===== src/hdl/timer_common_defines.vh =====
`ifndef TIMER_COMMON_DEFINES_VH
`define TIMER_COMMON_DEFINES_VH

// ***************************************************
// register offsets inside one timer module window
// ***************************************************
`define OFS_CTRL0      4'h0
`define OFS_CTRL1      4'h1
`define OFS_CNT_LOW    4'h2
`define OFS_CNT_HIGH   4'h3
`define OFS_CMPA_LOW   4'h4
`define OFS_CMPA_HIGH  4'h5
`define OFS_CMPP_LOW   4'h6
`define OFS_CMPP_HIGH  4'h7
`define OFS_STATUS     4'h8
// module n window starts at n * 0x10
`define MOD_COUNT      2'h3
// shared pin control register
`define ADDR_PIN_CTRL  8'h30

// ***************************************************
// field positions
// ***************************************************
`define C0_ON          3
`define C0_CLK_HI      6
`define C0_CLK_LO      4
`define C1_MODE_HI     7
`define C1_MODE_LO     6
`define C1_ACT_HI      5
`define C1_ACT_LO      4
`define C1_INIT        3
`define C1_POL         2
`define C1_INV_PAIR    1
`define C1_CLR_ON_A    0
`define ST_FLAG_A      0
`define ST_FLAG_P      1
`define PC_PAIR_HI     7
`define PC_PAIR_LO     6

// ***************************************************
// codes and reset values
// ***************************************************
`define CLK_SYS_DIV4   3'h0
`define CLK_HIGH       3'h1
`define CLK_HIGH_DIV16 3'h2
`define CLK_HIGH_DIV64 3'h3
`define CLK_TIME_BASE  3'h4
`define CLK_RESERVED   3'h5
`define CLK_EXT_RISE   3'h6
`define CLK_EXT_FALL   3'h7
`define MODE_COMPARE   2'h0
`define MODE_PWM       2'h2
`define ACT_NONE       2'h0
`define ACT_LOW        2'h1
`define ACT_HIGH       2'h2
`define ACT_TOGGLE     2'h3
`define PAIR_BOTH      2'h3
`define RST_BYTE       8'h00
`define RST_WORD       16'h0000
`define DEAD_TIME_NS   160
`define CLK_PERIOD_NS  40

`endif


===== src/hdl/timer_common_pin_and_access.v =====
// Design decisions made here: the register addresses and the strobed register port.
`timescale 1ns/1ps
`default_nettype none
`include "timer_common_defines.vh"

module timer_common_pin_and_access #(
  parameter DEAD_CYCLES = (`DEAD_TIME_NS + `CLK_PERIOD_NS - 1) / `CLK_PERIOD_NS
) (
  input  wire       clk,
  input  wire       reset_n,
  input  wire [7:0] address,
  input  wire [7:0] writeData,
  input  wire       writeStrobe,
  input  wire       readStrobe,
  output reg  [7:0] readData,
  input  wire [2:0] timerExtClockPin,
  input  wire       timeBaseClock,
  output wire [2:0] extClockRouted,
  output wire [5:0] timerOutputPin,
  output wire [5:0] timerOutputEn,
  output reg        highSideDriverPin,
  output wire       highSideDriverEn,
  output reg        lowSideDriverPin,
  output wire       lowSideDriverEn,
  output wire       deadTimeActive,
  output wire [2:0] compareAReq,
  output wire [2:0] comparePReq
);

  // ***************************************************
  // storage
  // ***************************************************
  reg  [7:0]  ctrl0_reg [0:2];       // clock select, on bit
  reg  [7:0]  ctrl1_reg [0:2];       // mode, action, polarity
  reg  [15:0] count_reg [0:2];       // counters, cleared on switch-on and on match
  reg  [15:0] cmpA_reg  [0:2];       // comparator A values
  reg  [15:0] cmpP_reg  [0:2];       // comparator P values
  reg  [2:0]  flagA_reg;             // sticky compare A flags
  reg  [2:0]  flagP_reg;             // sticky compare P flags
  reg  [2:0]  outState_reg;          // compare/pwm output level
  reg  [2:0]  onPrev_reg;            // on bit delayed, edge find
  reg  [7:0]  holdBuf_reg;           // shared low byte buffer
  reg  [7:0]  pinCtrl_reg;           // timer_pin_control
  reg  [5:0]  preDiv_reg;            // prescaler for /4 /16 /64
  reg  [2:0]  extSync1_reg;          // ext clock first stage
  reg  [2:0]  extSync2_reg;          // ext clock second stage
  reg  [2:0]  extPrev_reg;           // ext clock edge history
  reg         tbSync1_reg;           // time base first stage
  reg         tbSync2_reg;           // time base second stage
  reg         tbPrev_reg;            // time base edge history
  reg  [7:0]  deadCnt_reg;           // dead time remaining
  reg         srcPrev_reg;           // driver source history
  reg  [7:0]  readData_next;         // read mux result

  // ***************************************************
  // helpers
  // ***************************************************
  // module index of an address, 3 means no module
  // only the bottom quarter of the map holds module windows
  function [1:0] modOf;
    input [7:0] addr;
    begin
      if (addr[7:6] == 2'h0 && addr[5:4] != `MOD_COUNT) begin
        modOf = addr[5:4];
      end else begin
        modOf = `MOD_COUNT;
      end
    end
  endfunction

  // apply a compare match action to a level
  // no action keeps the level; the match still sets its flag
  function applyAct;
    input [1:0] act;
    input       level;
    begin
      case (act)
        `ACT_LOW:    applyAct = 1'b0;
        `ACT_HIGH:   applyAct = 1'b1;
        `ACT_TOGGLE: applyAct = ~level;
        default:     applyAct = level;
      endcase
    end
  endfunction

  wire [1:0] busMod = modOf(address);   // addressed module
  wire [3:0] busOfs = address[3:0];     // offset in window
  wire       busHit = (busMod != `MOD_COUNT);

  // ***************************************************
  // clock tick selection
  // ***************************************************
  reg  [2:0] tick;       // one counter step this cycle
  reg  [2:0] matchA;     // compare A match on a step
  reg  [2:0] matchP;     // compare P match on a step
  reg  [2:0] wrHere;     // write aimed at each module
  reg  [2:0] clrOnA;     // counter clears on A instead of P
  // edges come from the second stage history, never the first
  wire [2:0] extRise = extSync2_reg & ~extPrev_reg;
  wire [2:0] extFall = ~extSync2_reg & extPrev_reg;
  wire       tbRise  = tbSync2_reg & ~tbPrev_reg;
  integer    k;

  // per module tick, matches only when counter steps
  always @* begin
    for (k = 0; k < 3; k = k + 1) begin
      case (ctrl0_reg[k][`C0_CLK_HI:`C0_CLK_LO])
        `CLK_SYS_DIV4:   tick[k] = (preDiv_reg[1:0] == 2'h3);
        `CLK_HIGH:       tick[k] = 1'b1;
        `CLK_HIGH_DIV16: tick[k] = (preDiv_reg[3:0] == 4'hf);
        `CLK_HIGH_DIV64: tick[k] = (preDiv_reg == 6'h3f);
        `CLK_TIME_BASE:  tick[k] = tbRise;
        // reserved stops the counter; module 1 runs at full rate
        `CLK_RESERVED:   tick[k] = (k == 1);
        `CLK_EXT_RISE:   tick[k] = extRise[k];
        `CLK_EXT_FALL:   tick[k] = extFall[k];
        default:         tick[k] = 1'b0;
      endcase
      // no step in the switch-on cycle: the stale count there
      // would raise a false match before the clear lands
      tick[k]   = tick[k] & ctrl0_reg[k][`C0_ON] & onPrev_reg[k];
      matchA[k] = tick[k] & (count_reg[k] == cmpA_reg[k]);
      matchP[k] = tick[k] & (count_reg[k] == cmpP_reg[k]);
      // per module write decode, shared by flags and registers
      wrHere[k] = writeStrobe && busHit && (busMod == k);
      clrOnA[k] = ctrl1_reg[k][`C1_CLR_ON_A];
    end
  end

  // external pin feeds the counter only when chosen
  genvar g;
  generate
    for (g = 0; g < 3; g = g + 1) begin : gRoute
      assign extClockRouted[g] =
        (ctrl0_reg[g][`C0_CLK_HI:`C0_CLK_HI-1] == 2'h3);
    end
  endgenerate

  // ***************************************************
  // synchronisers and prescaler
  // ***************************************************
  // pins are asynchronous, two stages before any edge logic
  // the prescaler runs free, so a divided source takes its first
  // step anywhere inside one period after switch-on
  always @(posedge clk or negedge reset_n) begin
    if (!reset_n) begin
      extSync1_reg <= 3'h0;
      extSync2_reg <= 3'h0;
      extPrev_reg  <= 3'h0;
      tbSync1_reg  <= 1'b0;
      tbSync2_reg  <= 1'b0;
      tbPrev_reg   <= 1'b0;
      preDiv_reg   <= 6'h00;
    end else begin
      extSync1_reg <= timerExtClockPin;
      extSync2_reg <= extSync1_reg;
      extPrev_reg  <= extSync2_reg;
      tbSync1_reg  <= timeBaseClock;
      tbSync2_reg  <= tbSync1_reg;
      tbPrev_reg   <= tbSync2_reg;
      preDiv_reg   <= preDiv_reg + 6'h01;
    end
  end

  // ***************************************************
  // timer state and register writes
  // ***************************************************
  integer i;

  // counters, outputs, flags and buffered writes share one process
  always @(posedge clk or negedge reset_n) begin
    if (!reset_n) begin
      for (i = 0; i < 3; i = i + 1) begin
        ctrl0_reg[i] <= `RST_BYTE;
        ctrl1_reg[i] <= `RST_BYTE;
        count_reg[i] <= `RST_WORD;
        cmpA_reg[i]  <= `RST_WORD;
        cmpP_reg[i]  <= `RST_WORD;
      end
      flagA_reg    <= 3'h0;
      flagP_reg    <= 3'h0;
      outState_reg <= 3'h0;
      onPrev_reg   <= 3'h0;
      holdBuf_reg  <= `RST_BYTE;
      pinCtrl_reg  <= `RST_BYTE;
    end else begin
      for (i = 0; i < 3; i = i + 1) begin
        onPrev_reg[i] <= ctrl0_reg[i][`C0_ON];
        // counter: cleared on switch-on and on selected match
        if (ctrl0_reg[i][`C0_ON] && !onPrev_reg[i]) begin
          count_reg[i]    <= `RST_WORD;
          outState_reg[i] <= ctrl1_reg[i][`C1_INIT];
        end else if (tick[i]) begin
          if (clrOnA[i] ? matchA[i] : matchP[i]) begin
            count_reg[i] <= `RST_WORD;
          end else begin
            count_reg[i] <= count_reg[i] + 16'h0001;
          end
          case (ctrl1_reg[i][`C1_MODE_HI:`C1_MODE_LO])
            `MODE_COMPARE: begin
              if (matchA[i]) begin
                outState_reg[i] <=
                  applyAct(ctrl1_reg[i][`C1_ACT_HI:`C1_ACT_LO],
                           outState_reg[i]);
              end
            end
            `MODE_PWM: begin
              // high while count below duty, period set by clear
              outState_reg[i] <= (count_reg[i] < cmpA_reg[i]);
            end
            default: begin
              outState_reg[i] <= outState_reg[i];
            end
          endcase
        end
        // sticky flags, a new match beats a same-cycle clear
        // clear is write-one, so untouched bits never lose a request
        if (matchA[i]) begin
          flagA_reg[i] <= 1'b1;
        end else if (wrHere[i] && busOfs == `OFS_STATUS &&
                     writeData[`ST_FLAG_A]) begin
          flagA_reg[i] <= 1'b0;
        end
        if (matchP[i]) begin
          flagP_reg[i] <= 1'b1;
        end else if (wrHere[i] && busOfs == `OFS_STATUS &&
                     writeData[`ST_FLAG_P]) begin
          flagP_reg[i] <= 1'b0;
        end
        // register writes for this module
        // counter bytes are read only, so writes there fall through
        if (wrHere[i]) begin
          case (busOfs)
            `OFS_CTRL0:     ctrl0_reg[i] <= writeData;
            `OFS_CTRL1:     ctrl1_reg[i] <= writeData;
            `OFS_CMPA_HIGH: cmpA_reg[i]  <= {writeData, holdBuf_reg};
            `OFS_CMPP_HIGH: cmpP_reg[i]  <= {writeData, holdBuf_reg};
            default:        ctrl0_reg[i] <= ctrl0_reg[i];
          endcase
        end
      end
      // shared buffer: low writes park data, high reads capture low
      if (writeStrobe && busHit &&
          (busOfs == `OFS_CMPA_LOW || busOfs == `OFS_CMPP_LOW)) begin
        holdBuf_reg <= writeData;
      end else if (readStrobe && busHit) begin
        case (busOfs)
          `OFS_CNT_HIGH:  holdBuf_reg <= count_reg[busMod][7:0];
          `OFS_CMPA_HIGH: holdBuf_reg <= cmpA_reg[busMod][7:0];
          `OFS_CMPP_HIGH: holdBuf_reg <= cmpP_reg[busMod][7:0];
          default:        holdBuf_reg <= holdBuf_reg;
        endcase
      end
      // pin control sits outside every module window
      if (writeStrobe && address == `ADDR_PIN_CTRL) begin
        pinCtrl_reg <= writeData;
      end
    end
  end

  // ***************************************************
  // register reads
  // ***************************************************
  // low bytes never read live: pairs stay coherent across a carry
  always @* begin
    readData_next = 8'h00;
    if (address == `ADDR_PIN_CTRL) begin
      readData_next = pinCtrl_reg;
    end else if (busHit) begin
      case (busOfs)
        `OFS_CTRL0:     readData_next = ctrl0_reg[busMod];
        `OFS_CTRL1:     readData_next = ctrl1_reg[busMod];
        `OFS_CNT_LOW:   readData_next = holdBuf_reg;
        `OFS_CMPA_LOW:  readData_next = holdBuf_reg;
        `OFS_CMPP_LOW:  readData_next = holdBuf_reg;
        `OFS_CNT_HIGH:  readData_next = count_reg[busMod][15:8];
        `OFS_CMPA_HIGH: readData_next = cmpA_reg[busMod][15:8];
        `OFS_CMPP_HIGH: readData_next = cmpP_reg[busMod][15:8];
        `OFS_STATUS:    readData_next = {6'h00, flagP_reg[busMod],
                                         flagA_reg[busMod]};
        default:        readData_next = 8'h00;
      endcase
    end
  end

  // read data valid only in the cycle after the strobe
  // zero outside the answer cycle keeps a stale byte off the bus
  always @(posedge clk or negedge reset_n) begin
    if (!reset_n) begin
      readData <= 8'h00;
    end else if (readStrobe) begin
      readData <= readData_next;
    end else begin
      readData <= 8'h00;
    end
  end

  assign compareAReq = flagA_reg;
  assign comparePReq = flagP_reg;

  // ***************************************************
  // output pins
  // ***************************************************
  generate
    for (g = 0; g < 3; g = g + 1) begin : gPins
      // polarity first, then the optional inversion of the second pin
      wire lvl = outState_reg[g] ^ ctrl1_reg[g][`C1_POL];
      assign timerOutputPin[2*g]   = lvl;
      assign timerOutputPin[2*g+1] =
        ctrl1_reg[g][`C1_INV_PAIR] ? ~lvl : lvl;
    end
  endgenerate

  // each bit of the low six hands one pin to the timer
  assign timerOutputEn = pinCtrl_reg[5:0];

  // ***************************************************
  // driver pair with dead time
  // ***************************************************
  wire [1:0] pairSel  = pinCtrl_reg[`PC_PAIR_HI:`PC_PAIR_LO];
  wire       drvSrc   = timerOutputPin[0];
  // enables follow the field directly; dead time needs both
  assign deadTimeActive   = (pairSel == `PAIR_BOTH);
  assign highSideDriverEn = pairSel[0];
  assign lowSideDriverEn  = pairSel[1];

  // both sides held off for a while after each source edge
  // only module 0 output 0 can feed the pair; the others cannot
  always @(posedge clk or negedge reset_n) begin
    if (!reset_n) begin
      deadCnt_reg       <= 8'h00;
      srcPrev_reg       <= 1'b0;
      highSideDriverPin <= 1'b0;
      lowSideDriverPin  <= 1'b0;
    end else begin
      srcPrev_reg <= drvSrc;
      if (deadTimeActive && drvSrc != srcPrev_reg) begin
        deadCnt_reg <= DEAD_CYCLES[7:0];
      end else if (deadCnt_reg != 8'h00) begin
        deadCnt_reg <= deadCnt_reg - 8'h01;
      end
      if (deadTimeActive &&
          (drvSrc != srcPrev_reg || deadCnt_reg != 8'h00)) begin
        highSideDriverPin <= 1'b0;
        lowSideDriverPin  <= 1'b0;
      end else begin
        highSideDriverPin <= drvSrc;
        lowSideDriverPin  <= ~drvSrc;
      end
    end
  end

endmodule // timer_common_pin_and_access
`default_nettype wire


===== config.mk =====
export PLATFORM = sky130hd
export DESIGN_NAME = timer_common_pin_and_access
export DESIGN_NICKNAME = d
export VERILOG_FILES = /design/src/hdl/timer_common_pin_and_access.v
export VERILOG_INCLUDE_DIRS = /design/src /design/src/hdl
export SDC_FILE = /design/constraint.sdc
export NUM_CORES = 1
export LEC_CHECK = 0
export ABC_AREA = 1
export BUFFER_PORTS_ARGS = -buffer_cell sky130_fd_sc_hd__buf_2
export CAP_MARGIN = 10
export CORE_ASPECT_RATIO = 1.4
export CORE_MARGIN = 5
export CORE_UTILIZATION = 55
export CTS_CLUSTER_DIAMETER = 40
export DETAILED_ROUTE_END_ITERATION = 7
export MAX_ROUTING_LAYER = met4
export PLACE_DENSITY = 0.7
export SETUP_SLACK_MARGIN = 0.15
export SYNTH_ARGS = -nofsm -noshare
export SYNTH_HDL_FRONTEND = slang
export SYNTH_SLANG_ARGS = --single-unit

===== constraint.sdc =====
create_clock -name clk -period 5.1 [get_ports clk]
set_input_delay 0.255 -clock clk [delete_from_list [all_inputs] [get_ports clk]]
set_output_delay 0.255 -clock clk [all_outputs]
set_load 0.01 [all_outputs]

==> results by stage, run 1 <==
Yosys:
- The synthesized net count is 2,140.
- The portion of synthesized cell area occupied by the leading cell type is 42.62%.
- The library cell with the largest summed area after synthesis is sky130_fd_sc_hd__dfrtp_1.
- After synthesis, the cell types taking the most area are sky130_fd_sc_hd__dfrtp_1 (43%), sky130_fd_sc_hd__nand2_1 (17%), sky130_fd_sc_hd__inv_1 (5.7%).
- For this run, the number of Yosys warnings is 0.
- Of the synthesized area, sequential elements account for 42.62%.
- In this run, distinct cell masters in the synthesized netlist total 43.
- After synthesis the netlist holds a flip-flop and latch count of 257.
- Dividing the synthesized area by the synthesized cell count gives 7.329 sq um.
- Counting every instance in the synthesized netlist gives 2,059.
- Counting flops with a built-in enable in the synthesized netlist gives 0.
- Counting flops with an async set or reset pin after synthesis yields a share of 100.0%.
- The post-synthesis instance area is 15,090 sq um.
- The predominant post-synthesis flop cell is sky130_fd_sc_hd__dfrtp_1.

Timing:
- Setup repair after global routing left no endpoint under its margin.
- The total count of hold-check failures in the final report is 0.
- At the pin with the least slew margin, the transition time is 1091 ps.
- Once routing completed, OpenROAD measured the worst setup slack at 2481 ps.
- The maximum clock skew at final layout is 22.45 ps.
- The tightest hold path in the finished design has a slack of 66.49 ps.
- The time the final worst path needs with I/O delays and setup is 2619 ps.
- In this run the tightest slew margin relative to its limit is 27.10%.
- The final total negative setup slack is 0 ps.
- The max-slew violation count is 0.
- The setup violation total in the final timing report is 0.
- Based on the critical path, the design can be clocked at up to 0.3818 GHz.
- After layout, the worst path uses 51.36% of the clock period.

Power:
- The largest vdd supply drop is 0.3286 mV.
- The power per cell area is 351.9 nW/um^2.
- The leakage power of the design is 8.235 nW.

Detailed routing:
- The number of DRC violations after detailed routing is 0.
- The detailed router placed 14,390 vias in this run.
- The overall routed net length is 52.85 mm.
- The average vias per placed instance is 5.777.
- The first detailed-routing pass took 5 iterations.
- The antenna violation net count after detailed routing is 0.
- The violation count after the first detailed-routing iteration is 1,101.
- The average routed wire per standard cell is 21.22 microns.

Clock network:
- The total clock buffers created by CTS is 38.
- After clock tree synthesis, the clock-pin slew on the worst setup and hold paths is 60 ps.
- The number of H-tree levels is 2.
- The worst-case clock buffer depth is 3.
- The buffer count from post-CTS setup fixing is 0.
- For this design, the sink count on the clock tree is 257.
- The CTS tree is done.
- The clock root buffer is sky130_fd_sc_hd__clkbuf_16.
- Post-CTS repair changed the size of 0 cells.
- For the worst-skew pair, the clock arrives at the later sink with an insertion delay of 540 ps.
- The hold buffer count at CTS is 9.

Finish:
- The area added between synthesis and finish is 12.51%.
- The number of nets in the finished design is 2,177.
- The proportion of layout cells with a drive suffix above 1 is 8.424%.
- The number of cells in the finished layout apart from fillers is 2,491.

Global route:
- After global routing the overflow that remains totals 0.
- The number of global-route vias before repair is 13,910.
- The initial antenna violation count is 1.
- The first global-routing pass estimated 81.72 mm of wire.
- The pin count of the biggest net entering global routing is 127.
- The global-route usage over all layers is 35.94%.

Floorplanning:
- In this run the standard cell core region covers 27,010 sq um.
- The die covers 30,900 sq um.
- The site row count is 71.
- The vertical die dimension is 206.0 microns.
- The die is 150.0 microns wide.
- The initial core utilization is 55.88%.
- The number of top-level pins is 58.

Placed design:
- Port buffering added 57 buffers.
- The half-perimeter wire length after detailed placement is 39.11 mm.
- The post-placement setup slack is 2210 ps.
- After detailed placement, the design holds a cell count of 2,412.
- The congestion estimate from routability-driven global placement came to 1.021.

Outcome:
- The run finished with clean final reports.

Critical path:
- The data arrival time of the worst path is 3030 ps.
- The worst setup path is of the flip-flop to flip-flop kind.
- The required time of the worst setup path is 5510 ps.
- STA classifies the critical path startpoint as a flip-flop.
- In this run the worst path has a maximum fanout of 16.
- The register-to-register setup slack is 2480 ps.
- The worst setup path is captured at a flip-flop.

Min path:
- The path class of the tightest hold or removal check is input port to flip-flop.

Job:
- The tool flagged a number of max-cap violations equal to 0.
## power by group
group | total, mW | switching [mW] | internal [mW]
Clock | 2.81 | 1.06 | 1.75
Combinational | 0.843 | 0.597 | 0.245
Sequential | 2.33 | 0.149 | 2.18
## cells in the final DEF, fill, tap and decap left out, drive strengths merged, types with 3 or more instances in the layout
| cell | netlist | layout |
|---|---|---|
| nand2 | 700 | 700 |
| dfrtp | 257 | 257 |
| inv | 246 | 251 |
| o21ai | 244 | 244 |
| nor2 | 124 | 124 |
| nand3 | 119 | 119 |
| buf | 49 | 62 |
| a21oi | 57 | 57 |
| ha | 57 | 57 |
| xor2 | 52 | 52 |
| clkbuf | 25 | 42 |
| nand4 | 38 | 38 |
| nor3 | 34 | 34 |
| xnor2 | 17 | 17 |
| clkinv | 1 | 14 |
| o22ai | 9 | 9 |
| dlygate4sd3 | 0 | 9 |
| o211ai | 6 | 6 |
| o31ai | 6 | 6 |
| bufinv | 0 | 6 |
| or2 | 4 | 4 |
| o21a | 3 | 3 |
| clkinvlp | 0 | 3 |
## synth_stat cells, drive strengths merged (25+ instances only)
master  count
ha         57
clkbuf     25
xor2       52
nor2      124
nor3       34
o21ai     244
dfrtp     257
inv       246
buf        49
a21oi      57
nand2     700
nand3     119
nand4      38
## through the flow
step	util (%)	total power, mW	area, sq um
floorplan	-	2.825	15090
CTS	62.86	5.986	16980
detailed placement	57.46	3.176	15520
finish	62.87	5.975	16980
global placement	57.46	3.152	15520
global route	62.87	6.213	16980
## per-layer routing
layer  global-route usage (%)  share of wire, %  wire (microns)  vias up
met5                        -                 0               0        -
met4                    13.96               4.6            2423        0
met3                    5.835               7.5            3975      150
met2                    58.03                48           25410      630
met1                    45.59                40           21040     6920
li1                         -                 -               -     6690
## cell type report
| cell class | count | area, sq um |
|---|---|---|
| Sequential cell | 257 | 6431 |
| Tap cell | 365 | 456.7 |
| Clock inverter | 27 | 370.4 |
| Clock buffer | 42 | 997.2 |
| Multi-Input combinational cell | 1481 | 7358 |
| Fill cell | 2516 | 10030 |
| Timing Repair Buffer | 71 | 435.4 |
| Inverter | 247 | 927.1 |
| Antenna cell | 1 | 2.502 |
## logic make-up (layout without fill, tap and decap cells)
family	Yosys count	count (layout)	share of synthesized area, %
flops	257	257	42.62
other cells	0	1	0
xor+xnor	69	69	4.005
compound gates	333	333	11.56
simple gates	1022	1022	28.47
fa+ha+maj	57	57	4.726
buf+inv	321	387	8.623
## path summary, 6_finish.rpt
path                                 start         endpoint  cells after the start
setup reg to reg             count_reg[13]     count_reg[6]                     10
hold reg to reg            extSync1_reg[2]  extSync2_reg[2]                      0
setup / recovery             count_reg[13]     count_reg[6]                     10
hold / removal                writeData[1]   comparePReq[1]                      4
min in group asynchronous          reset_n     count_reg[6]                      2
max in group asynchronous          reset_n    preDiv_reg[2]                      3
## critical path: stages, from the launching register on
cell	delay, ps
sky130_fd_sc_hd__dfrtp_1	540
sky130_fd_sc_hd__ha_1	390
sky130_fd_sc_hd__nand2_1	60
sky130_fd_sc_hd__nor2_1	120
sky130_fd_sc_hd__nand2_1	90
sky130_fd_sc_hd__nor2_1	420
sky130_fd_sc_hd__nand4_1	230
sky130_fd_sc_hd__nand2_1	120
sky130_fd_sc_hd__nand2_2	250
sky130_fd_sc_hd__nand3_1	190
sky130_fd_sc_hd__nand2_1	70
Power figures use the tool's default switching activity.
==> inputs of run 2 (changes only) <==
Settings changed: ABC_AREA 1 to 0, PLACE_DENSITY 0.7 to 0.73.
Clock period 5.1 ns to 2.14 ns, I/O delays scaled along.
==> results by stage, run 2 <==
Critical path:
- The largest fanout on the critical path is 3.
- The worst setup path is of the flip-flop to flip-flop kind.
- The startpoint class of the critical path is a flip-flop.
- The required time of the worst setup path is 2530 ps.
- The worst setup path is captured at a flip-flop.
- The data arrival time of the worst path is 2710 ps.

Job:
- The tool flagged a number of max-cap violations equal to 0.

Timing:
- The worst path uses 108.6% of the clock period.
- Setup slack on the critical path of the routed design comes to -183.2 ps.
- The maximum frequency from static timing analysis is 0.4304 GHz.
- The measured slew at the worst slew-check pin is 589.2 ps.
- The worst hold margin is 33.35 ps.
- Setup repair after global routing could not meet its margin everywhere.
- Setup violations remaining at the end of the flow were counted as 38.
- The time the final worst path needs with I/O delays and setup is 2323 ps.
- The total count of hold-check failures in the final report is 0.
- Between clock sinks in the finished design, the worst skew comes to 23.11 ps.
- Headroom to the max-slew limit came out at 60.72%.
- The max-slew violation count is 0.

Yosys:
- The cell area that synthesis handed to floorplanning was 14,600 sq um.
- Yosys attributes the largest share of cell area to sky130_fd_sc_hd__dfrtp_1 (44%), sky130_fd_sc_hd__mux2_2 (8.1%), sky130_fd_sc_hd__ha_1 (4.9%).
- For this run, the leading register cell type out of synthesis is sky130_fd_sc_hd__dfrtp_1.
- For this run, the register share of the synthesized area comes to 44.05%.
- The number of cells produced by synthesis is 1,495.
- The number of library cell types mapped by synthesis is 74.
- The portion of synthesized cell area occupied by the leading cell type is 44.05%.
- Counting instances in the post-synthesis netlist gives the leading cell types as sky130_fd_sc_hd__dfrtp_1 (257), sky130_fd_sc_hd__nand2_1 (179), sky130_fd_sc_hd__o21ai_0 (142).
- The total of flip-flops plus latches after synthesis is 257.
- The average instance in the mapped netlist occupies 9.765 sq um.
- The number of warnings printed during yosys synthesis is 0.
- The synthesized design contains 0 enable-type register cells.
- The library cell with the largest summed area after synthesis is sky130_fd_sc_hd__dfrtp_1.
- The library cell with the highest instance count after synthesis is sky130_fd_sc_hd__dfrtp_1.
- The async set-or-reset flop fraction in the synthesized netlist is 100.0%.
- The number of nets handed over by synthesis was 1,576.

Floorplanning:
- The floorplan die area is 29,950 sq um.
- In this run the vertical extent of the chip is 202.8 microns.
- In this run the horizontal extent of the chip is 147.7 microns.
- The core outline area is 26,190 sq um.
- The site row count is 70.
- In this run the count of I/O pins placed on the die edge is 58.
- The initial utilization of the core area, before any placement, comes to 55.75%.

Global route:
- The fraction of met2 tracks used by global routing is 58.56%.
- In the global route stage, met3 resource usage came out at 5.113%.
- The initial antenna violation count is 2.
- Global routing consumed, on the met1 layer, 40.49% of the routing resources.
- The pin count of the biggest net entering global routing is 66.
- Global routing used 35.65% of the available tracks.
- The total congestion overflow is 0.
- The number of global-route vias before repair is 13,560.
- The wire length of the first global-routing pass is 79.78 mm.
- The layer with the highest usage is met2.

Power:
- Net switching is 29.15% of the power.
- The power per cell area is 697.0 nW/um^2.
- Combinational cells account for 16.3% of the total power.
- For this design the static power due to leakage is 9.303 nW.
- In this run the power spent charging and discharging nets is 3.901 mW.
- The completed layout was analyzed and its total power is 13.38 mW.
- IR analysis of the VDD net gives a maximum drop of 0.5446 mV.
- Registers are responsible for 40.8% of the overall power.
- Internal power comes to 9.482 mW.
- The portion of total power attributed to the clock network is 42.9%.

Outcome:
- The run finished, with violations left.
- The checks that failed: negative setup slack.

Detailed routing:
- The number of search-and-repair iterations in the first detailed-routing pass is 6.
- The violation count after the first detailed-routing iteration is 1,220.
- The overall routed net length is 53.21 mm.
- The antenna violation net count after detailed routing is 0.
- Dividing the detail-routed via count by the number of cells gives 6.343.
- The via count is 13,490.
- The average routed wire per standard cell is 25.02 microns.
- For this run, design rule violations remaining after detail routing come to 0.

Clock network:
- Buffers inserted during clock tree synthesis total 34.
- The CTS tree is done.
- The worst-case clock buffer depth is 3.
- The H-tree generated during clock tree synthesis spans 2 levels.
- The clock root buffer is sky130_fd_sc_hd__clkbuf_16.
- The clock transition at the register clock pins on the worst setup and hold paths after CTS is 60 ps.
- The total number of clock tree sinks is 257.
- For the worst-skew pair, the clock arrives at the later sink with an insertion delay of 540 ps.

Finish:
- The most common library cell in the layout ignoring fill and taps is sky130_fd_sc_hd__dfrtp_1.
- In the final layout, the share of cells above drive strength 1 is 34.76%.
- The final layout contains 1,858 nets.
- The area added between synthesis and finish is 31.51%.
- In the layout the commonest cells are sky130_fd_sc_hd__dfrtp_1 (239), sky130_fd_sc_hd__buf_4 (226), sky130_fd_sc_hd__nand2_1 (176).
- The number of cells in the finished layout apart from fillers is 2,127.

Placed design:
- Routability-driven placement finished with a final weighted congestion of 1.065.
- The half-perimeter wire length after detailed placement is 36.96 mm.
- The placed instance count is 1,996.
- The count of buffers added on input and output ports is 57.

Min path:
- The path category of the worst min-delay check is input port to flip-flop.
[run 2: cell types whose count changed after synthesis, sizes merged, moves of 20 or more]
cell,previous run,this run
nand2,700,179
a21o,0,20
mux2,0,105
nor4,1,21
mux2i,0,57
and3,0,24
o21ai,244,145
nand3,119,39
nor2,124,49
inv,246,85
[run 2: layout make-up]
class	count	area, sq um
Timing Repair Buffer	325	2649
Antenna cell	2	5.005
Clock buffer	41	928.4
Multi-Input combinational cell	1073	8225
Sequential cell	257	6454
Fill cell	1835	6988
Inverter	86	322.8
Clock inverter	19	210.2
Tap cell	324	405.4
[run 2: kinds of logic (layout without fill, tap and decap cells)]
kind of cell,after synthesis,count (layout),synth area share (%)
DFF,257,257,44.05
xor gates and xnor gates,67,67,4.020
other,0,2,0
and+or+nand+nor,427,427,14.23
adders and majority gates,57,57,4.885
muxes,163,163,12.16
buffers and inverters,167,471,4.817
AOI/OAI and AO/OA,357,359,15.84
[run 2: worst paths after layout]
| kind | from | to | slack [ps] | cells after the start |
|---|---|---|---|---|
| max | count_reg[35] | outState_reg[0] | -180 | 8 |
| min | writeStrobe | compareAReq[0] | 30 | 4 |
| max reg2reg | count_reg[35] | outState_reg[0] | -180 | 8 |
| min reg2reg | extSync1_reg[2] | extSync2_reg[2] | 350 | 0 |
| max in group asynchronous | reset_n | count_reg[18] | 1210 | 3 |
| min in group asynchronous | reset_n | count_reg[3] | 140 | 2 |
[run 2: power groups by stage]
stage,Combinational (mW),Sequential (mW),Clock [mW]
floorplan,0.994,5.43,0
global placement,1.81,5.51,0
detailed placement,1.86,5.53,0
CTS,2.03,5.44,5.77
global route,2.33,5.48,6.01
finish,2.18,5.46,5.74
[run 2: critical path, stage by stage (launching register included)]
cell,delay (ps)
sky130_fd_sc_hd__dfrtp_1,440
sky130_fd_sc_hd__ha_4,290
sky130_fd_sc_hd__nand4_1,210
sky130_fd_sc_hd__nor4_4,430
sky130_fd_sc_hd__buf_4,180
sky130_fd_sc_hd__a31oi_1,100
sky130_fd_sc_hd__nor4b_2,260
sky130_fd_sc_hd__and3_1,190
sky130_fd_sc_hd__o31ai_1,70
[run 2: through the flow]
stage / area [sq um] / setup WS, ps / utilization (%) / TNS (ps)
after floorplan: 14680 / 33.36 / - / 0
after global placement: 16630 / -348.6 / 63.50 / -4101
after detailed placement: 16630 / -410.5 / 63.50 / -5875
after CTS: 18730 / -165.8 / 71.53 / -1370
after global routing: 19200 / -286.0 / 73.32 / -6482
final: 19200 / -183.2 / 73.32 / -2855
[run 2: routing by layer]
layer	up-vias	share of wire, %
met2	707	49
met4	0	8.0
li1	5958	-
met3	243	6.5
met5	-	0
met1	6584	36
[run 2: what timing repair did]
action | 4_1_cts | 5_1_grt
resized for setup | 134 | 55
cloned | 7 | 2
setup buffers | 28 | 26
endpoints found under the hold margin | 71 | 0
hold buffers | 6 | 0
pin swaps | 76 | 37
endpoints found under the setup margin | 51 | 55
